## src/hdl/dcsr_map.svh

```systemverilog
// Purpose: offsets, field positions and reset values of the converter control registers
// Assumes: 7-bit register address from the serial configuration port decoder
// Notes:   definitions only
`ifndef DCSR_MAP_SVH
`define DCSR_MAP_SVH

`define DCSR_OFS_CTL2        7'h02
`define DCSR_OFS_CTL3        7'h03
`define DCSR_OFS_PATFAIL     7'h04

`define DCSR_RST_CTL2        16'h7000
`define DCSR_RST_CTL3        16'hf000
`define DCSR_RST_PATFAIL     16'h0000
`define DCSR_WMASK_CTL2      16'h70fa
`define DCSR_WMASK_CTL3      16'hf001

`define DCSR_B_DACCLK_SD     14
`define DCSR_B_DATACLK_SD    13
`define DCSR_B_COLL_SD       12
`define DCSR_B_FOUR_WIRE     7
`define DCSR_B_MIX_EN        6
`define DCSR_B_MIX_GAIN      5
`define DCSR_B_NCO_EN        4
`define DCSR_B_REVBUS        3
`define DCSR_B_TWOS          1
`define DCSR_B_SCALE_HI      15
`define DCSR_B_SCALE_LO      12
`define DCSR_B_TX_EN         0

`define DCSR_M_COLL          13
`define DCSR_M_DACCLK        10
`define DCSR_M_DATACLK       9
`define DCSR_M_OUTPUT        8

`define DCSR_MIDSCALE        16'h8000
`define DCSR_SIGN_FLIP       16'h8000

`endif

```

## src/hdl/dcsr_pkg.sv

```systemverilog
// Purpose: types shared by the converter control register block
// Assumes: four 16-bit converter channels
// Notes:   constants live in dcsr_map.svh
package dcsr_pkg;

    typedef logic [15:0] dcsr_word_t;               // one register or sample word

    typedef struct packed {
        logic       we;                             // write strobe
        logic       re;                             // read strobe
        logic [6:0] addr;                           // register address
        dcsr_word_t wdata;                          // write data
    } dcsr_req_t;

    typedef struct packed {
        logic       four_wire;                      // serial port is 4-wire
        logic       mix_en;                         // mixing block on
        logic       mix_gain;                       // extra 6dB after mixer
        logic       nco_en;                         // oscillator running
        logic       rev_bus;                        // input bit order reversed
        logic       twos;                           // input is two's complement
        logic [4:0] scale_steps;                    // full-scale current in steps of 1..16
        logic       tx_en;                          // analog output transmitting
        logic       shutdown;                       // outputs forced to midscale
    } dcsr_ctl_t;

    typedef struct packed {
        dcsr_word_t           ctl2;                 // shutdown and format control
        dcsr_word_t           ctl3;                 // current scale and transmit
        dcsr_word_t           patfail;              // latched pattern failures
        dcsr_word_t           rdata;                // read answer
        logic                 rvalid;               // read answer valid
        logic                 tx_en;                // registered transmit enable
        logic                 shutdown;             // registered shutdown alarm
        logic [3:0][15:0]     chan;                 // output samples
    } dcsr_state_t;

endpackage

```

## src/hdl/dcsr_regs.sv

```systemverilog
// Purpose: control and status registers of a quad converter, plus the sample conditioning they steer
// Assumes: register strobes come from the serial configuration port decoder, synchronous to CLK
// Notes:   every output but the scale step count is registered, one cycle behind its cause
// Notes on behaviour
// - converter clock loss shuts outputs when unmasked
// - input clock loss shuts outputs when unmasked
// - buffer collision shuts outputs when unmasked
// - select bit picks 4-wire or 3-wire port
// - mixer enabled only while its bit set
// - gain bit adds 6dB after mixer
// - oscillator runs only while its bit set
// - reversal bit swaps input bus bit order
// - format bit picks two's complement or offset
// - current scale field gives value plus one
// - transmit when register bit or pin high
// - result bit set on either bus failing
// - failure bits cleared by host write or reset only
// - shutdown drives midscale on every output
`timescale 1ns/1ps
`default_nettype none
`include "dcsr_map.svh"

module dcsr_regs (
    input  wire logic                   CLK,            // 250 MHz clock
    input  wire logic                   RST,            // async reset, high
    input  wire logic                   REG_WE,         // register write strobe
    input  wire logic                   REG_RE,         // register read strobe
    input  wire logic [6:0]             REG_ADDR,       // register address
    input  wire logic [15:0]            REG_WDATA,      // write data
    output logic      [15:0]            REG_RDATA,      // read data
    output logic                        REG_RVALID,     // read data valid pulse
    input  wire logic [15:0]            ALARM_MASK,     // alarm mask register contents
    input  wire logic                   DACCLK_LOST,    // converter clock lost level
    input  wire logic                   DATACLK_LOST,   // input data clock lost level
    input  wire logic                   COLLISION,      // buffer pointer collision level
    input  wire logic                   TX_ENABLE_PIN,  // transmit enable pin
    input  wire logic                   PAT_VALID,      // pattern check result valid
    input  wire logic [15:0]            PAT_FAIL_AB,    // failed bits on channel A/B bus
    input  wire logic [15:0]            PAT_FAIL_CD,    // failed bits on channel C/D bus
    input  wire logic [3:0][15:0]       SAMPLE_IN,      // input samples, four channels
    output logic      [3:0][15:0]       SAMPLE_OUT,     // offset-binary output codes
    output var dcsr_pkg::dcsr_ctl_t     CTL             // control levels to the datapath
);

    dcsr_pkg::dcsr_state_t  s_q;                        // all state
    dcsr_pkg::dcsr_state_t  s_d;                        // next state
    logic                   shut_cause;                 // combined unmasked shutdown cause
    logic                   out_mask;                   // combined output alarm masked
    logic [3:0][15:0]       rev_in;                     // bit-reversed inputs
    logic [3:0][15:0]       fmt_in;                     // inputs after order selection

    // bit reversal per channel and per bit
    for (genvar c = 0; c < 4; c++) begin : g_chan
        for (genvar b = 0; b < 16; b++) begin : g_bit
            assign rev_in[c][b] = SAMPLE_IN[c][15-b];
        end
        assign fmt_in[c] = s_q.ctl2[`DCSR_B_REVBUS] ? rev_in[c] : SAMPLE_IN[c];
    end

    // shutdown cause; the output-alarm mask blocks every path
    always_comb begin
        out_mask   = ALARM_MASK[`DCSR_M_OUTPUT];
        shut_cause = 1'b0;
        if (DACCLK_LOST && s_q.ctl2[`DCSR_B_DACCLK_SD] && !ALARM_MASK[`DCSR_M_DACCLK] && !out_mask) begin
            shut_cause = 1'b1;
        end
        if (DATACLK_LOST && s_q.ctl2[`DCSR_B_DATACLK_SD] && !ALARM_MASK[`DCSR_M_DATACLK] && !out_mask) begin
            shut_cause = 1'b1;
        end
        if (COLLISION && s_q.ctl2[`DCSR_B_COLL_SD] && !ALARM_MASK[`DCSR_M_COLL] && !out_mask) begin
            shut_cause = 1'b1;
        end
    end

    // next state: register writes, reads, status latching, sample path
    always_comb begin
        s_d        = s_q;
        s_d.rvalid = 1'b0;
        // writes keep only implemented bits
        if (REG_WE && REG_ADDR == `DCSR_OFS_CTL2) begin
            s_d.ctl2 = REG_WDATA & `DCSR_WMASK_CTL2;
        end
        if (REG_WE && REG_ADDR == `DCSR_OFS_CTL3) begin
            s_d.ctl3 = REG_WDATA & `DCSR_WMASK_CTL3;
        end
        // a write to the failure register clears the failures; a failure in the same cycle still lands
        if (REG_WE && REG_ADDR == `DCSR_OFS_PATFAIL) begin
            s_d.patfail = '0;
        end
        if (PAT_VALID) begin
            s_d.patfail = s_d.patfail | PAT_FAIL_AB | PAT_FAIL_CD;
        end
        // reads answer the next cycle; unmapped addresses read zero
        if (REG_RE) begin
            s_d.rvalid = 1'b1;
            case (REG_ADDR)
                `DCSR_OFS_CTL2:    s_d.rdata = s_q.ctl2;
                `DCSR_OFS_CTL3:    s_d.rdata = s_q.ctl3;
                `DCSR_OFS_PATFAIL: s_d.rdata = s_q.patfail;
                default:           s_d.rdata = '0;
            endcase
        end
        s_d.tx_en    = s_q.ctl3[`DCSR_B_TX_EN] | TX_ENABLE_PIN;
        s_d.shutdown = shut_cause;
        // offset binary out; a two's complement sample has its sign flipped
        for (int c = 0; c < 4; c++) begin
            if (shut_cause) begin
                s_d.chan[c] = `DCSR_MIDSCALE;
            end else if (s_q.ctl2[`DCSR_B_TWOS]) begin
                s_d.chan[c] = fmt_in[c] ^ `DCSR_SIGN_FLIP;
            end else begin
                s_d.chan[c] = fmt_in[c];
            end
        end
    end

    // single register stage; reset loads the map reset values, failure bits cleared to zero
    always_ff @(posedge CLK or posedge RST) begin
        if (RST) begin
            s_q         <= '0;
            s_q.ctl2    <= `DCSR_RST_CTL2;
            s_q.ctl3    <= `DCSR_RST_CTL3;
            s_q.patfail <= `DCSR_RST_PATFAIL;
        end else begin
            s_q <= s_d;
        end
    end

    // outputs straight from flip-flops, the scale step count through an adder
    assign REG_RDATA         = s_q.rdata;
    assign REG_RVALID        = s_q.rvalid;
    assign SAMPLE_OUT        = s_q.chan;
    assign CTL.four_wire     = s_q.ctl2[`DCSR_B_FOUR_WIRE];
    assign CTL.mix_en        = s_q.ctl2[`DCSR_B_MIX_EN];
    assign CTL.mix_gain      = s_q.ctl2[`DCSR_B_MIX_GAIN];
    assign CTL.nco_en        = s_q.ctl2[`DCSR_B_NCO_EN];
    assign CTL.rev_bus       = s_q.ctl2[`DCSR_B_REVBUS];
    assign CTL.twos          = s_q.ctl2[`DCSR_B_TWOS];
    assign CTL.scale_steps   = {1'b0, s_q.ctl3[`DCSR_B_SCALE_HI:`DCSR_B_SCALE_LO]} + 5'h01;
    assign CTL.tx_en         = s_q.tx_en;
    assign CTL.shutdown      = s_q.shutdown;
endmodule

`default_nettype wire

```

## config.mk

```make
export PLATFORM = sky130hd
export DESIGN_NAME = dcsr_regs
export DESIGN_NICKNAME = d
export VERILOG_FILES = /design/src/hdl/dcsr_pkg.sv /design/src/hdl/dcsr_regs.sv
export VERILOG_INCLUDE_DIRS = /design/src /design/src/hdl
export SDC_FILE = /design/constraint.sdc
export NUM_CORES = 1
export LEC_CHECK = 0
export BUFFER_PORTS_ARGS = -buffer_cell sky130_fd_sc_hd__buf_2
export CORE_AREA = 10 10 114 116
export CTS_CLUSTER_DIAMETER = 80
export CTS_CLUSTER_SIZE = 24
export DETAILED_ROUTE_END_ITERATION = 8
export DIE_AREA = 0 0 124 126
export PLACE_DENSITY = 0.84
export SETUP_SLACK_MARGIN = 0.5
export SYNTH_ARGS = -nofsm -noshare
export SYNTH_HDL_FRONTEND = slang
export SYNTH_SLANG_ARGS = --single-unit
export TNS_END_PERCENT = 20
```

## constraint.sdc

```tcl
create_clock -name CLK -period 8.88 [get_ports CLK]
set_input_delay 0.888 -clock CLK [delete_from_list [all_inputs] [get_ports CLK]]
set_output_delay 0.888 -clock CLK [all_outputs]
set_load 0.05 [all_outputs]
```

==> results.md <==
- Status: finished, final reports clean
- Slew HR: 0.288
- Port bufs: 220
- Post-DP HPWL: 10.3 mm
- Max-slew violations: 0
- Htree depth: 4
- DR DRC count: 0
- PD cells: 240 nW/µm²
- FILL cells: a little under 900
- Synth cell types: 31
- Mapped Avg Cell Area: 11.4 µm²
- Final Cell Area: 6550 µm²
- GRT Residual Overflow: 0
- Die area: 15600 µm²
- Setup violations, final: 0
- Hold buffers post-CTS: 0
- Vias in the first global route: about 4100
- Clk pin slew, worst setup/hold paths: around 0.060 ns
- Area occupied by multi-input gates: 1690 µm²
- Placer Congestion: 0.835
- Seq/Total Area, Yosys: 0.531
- Reg-to-reg setup timing slack: between 6 and 7 ns
- Die Ht: 126 µm
- Clock sink total: 113
- Vias/cell: between 4 and 5
- Drt wl/cell: 17.6 µm
- CTS tree: done
- Cell Area, Placed: a little under 6000 µm²
- Area Overhead vs Synth: 22.6%
- Post-CTS Setup Bufs: 0
- Hold/Removal Path Class: in -> async
- Final ANT Viol Nets: 0
- Synth Cell Area: 5340 µm²
- Die W: approximately 120 µm
- Crit path required time: 7.99 ns
- WS Path Type: reg -> out
- Initial DRT Pass Iterations: 4
- CP Max Fanout: 5
- Post-cts sizing count: 0
- Setup TNS: 0 ns
- Final Critical Period: 2.57 ns
- CP Capture Type: output pin
- Final worst setup slack: between 6 and 7 ns
- CTS Root Buffer Type: clkbuf_8
- Pin count of the biggest net entering global routing: 66
- Starting Density: 0.499
- WL final: 13.4 mm
- Worst Setup Start Kind: flip-flop
- Num ports: 238
- Flops & latches, synth: 113
- Yosys warnings: 0
- Final Util: 0.612
- Layout cell share with drive strength beyond 1: 0.463
- FF+latch area: 2840 µm²
- Max-cap violations: 0
- Number of buffers created by CTS: 17
- F_max: around 0.4 GHz
- Max Clock Skew: 0.00946 ns
- Row count: 38
- Initial antenna violation count: 1
- Syn Inst Count: between 400 and 500
- Peak supply drop: 0.107 mV
- Dpl ws: 5.99 ns
- Syn_nets: 615
- Clk Latency, worst-skew pair: 0.50 ns
- Total GRT Usage: 0.168
- First-pass GRT wire length: 20.8 mm
- Longest Clk Path Bufs: 2
- Crit path DAT: 1.68 ns
- Final hold violations: 0
- Drt first-iter violations: 172
- RSZ-0062 raised after global routing: no
- Vias: between 3000 and 4000
- Final net count: 748
- Period utilization: 0.289
- Worst-Margin Slew: 1.07 ns
- Core area: 10700 µm²
- Leak Pwr: 3.30 nW
-- sequential cells by signal, indices dropped and copies added (netlist names) --
name	flops
CTL	8
REG_RDATA	16
REG_RVALID	1
SAMPLE_OUT	64
s_q	24
-- critical path, stage by stage (launching register included) --
cell and delay, ns:
dfstp_2 0.55, ha_1 0.19, and3_1 0.17, buf_2 0.26
-- logic make-up after synthesis --
family / Yosys count / synth area share
buffers and inverters: 129 / 0.156
DFF: 113 / 0.531
muxes: 81 / 0.156
and+or+nand+nor: 79 / 0.0698
AOI/OAI and AO/OA: 61 / 0.0750
xor gates and xnor gates: 6 / 0.00984
adders and majority gates: 1 / 0.00234
-- final timing paths --
path | cells after the start | endpoint | startpoint
worst min-delay path | 2 | SAMPLE_OUT[33] | RST
min in group CLK | 1 | REG_RDATA[1] | REG_RDATA[1]
worst max-delay path | 3 | CTL[6] | s_q[111]
worst min register to register | 1 | REG_RDATA[1] | REG_RDATA[1]
max in group asynchronous | 3 | CTL[8] | RST
worst max register to register | 4 | SAMPLE_OUT[63] | CTL[8]
-- metrics by stage --
stage	instances	total power [mW]	hold WS, ns
global route	757	1.64	0.503
finish	757	1.57	0.477
CTS	756	1.59	0.483
detailed placement	724	0.857	0.468
floorplan	470	0.814	0.456
global placement	724	0.849	0.465
-- power breakdown --
group	switching [mW]	internal, mW	leakage (nW)	total, mW
logic	0.196	0.0782	1.67	0.274
registers	0.0185	0.552	1.32	0.571
clock network	0.225	0.505	0.311	0.729
total	0.439	1.13	3.30	1.57
-- cells in the mapped netlist (all sizes together) --
library cell  instances  area share
xor2                  5      0.0082
nand2                 1     0.00070
ha                    1      0.0023
and3                  3      0.0037
clkbuf                6      0.0042
dfrtp               106        0.50
a31oi                 1      0.0012
nand4                 2      0.0035
inv                  20       0.014
or2                   1      0.0012
nand3b                3      0.0042
mux2i                64        0.12
buf                 103        0.14
o2bb2ai              11       0.018
nor2b                 2      0.0023
nor4                  1      0.0040
dfstp                 7       0.034
xnor2                 1      0.0016
mux2                 17       0.036
nor3b                 1      0.0023
a32oi                 2      0.0033
a22o                  5      0.0082
nand3                 1     0.00094
nand2b                4      0.0047
o2111ai               1      0.0016
nor2                 60       0.042
a22oi                 9       0.013
o21ai                32       0.030
-- final cells by class --
| class | instances | area share |
|---|---|---|
| clock inverter | 10 | 0.0275 |
| inverter | 20 | 0.0118 |
| timing repair buffer | 223 | 0.172 |
| clock buffer | 22 | 0.0707 |
| multi-input combinational | 228 | 0.257 |
| tap | 140 | 0.0268 |
| sequential | 113 | 0.434 |
| antenna | 1 | 0.000382 |
-- per-layer routing --
layer  routed length, µm  track usage
met4                 221       0.0603
met2                6560        0.279
met5                   0            0
met3                1550       0.0760
met1                5020        0.185
-- cell usage in the layout (no fill, tap or decap), drive strengths merged --
master	synthesis	layout
buf	103	223
nor4	1	1
inv	20	20
a32oi	2	2
xor2	5	5
ha	1	1
clkbuf	6	22
o2bb2ai	11	11
a22oi	9	9
nand2	1	1
a22o	5	5
a31oi	1	1
xnor2	1	1
mux2i	64	64
nor2	60	60
o2111ai	1	1
clkinv	0	3
or2	1	1
dfrtp	106	106
nor2b	2	2
o21ai	32	32
mux2	17	17
nand3	1	1
dfstp	7	7
and3	3	3
nand3b	3	3
nand2b	4	4
nand4	2	2
bufinv	0	5
clkinvlp	0	2
diode	0	1
nor3b	1	1
Power figures use the tool's default switching activity.
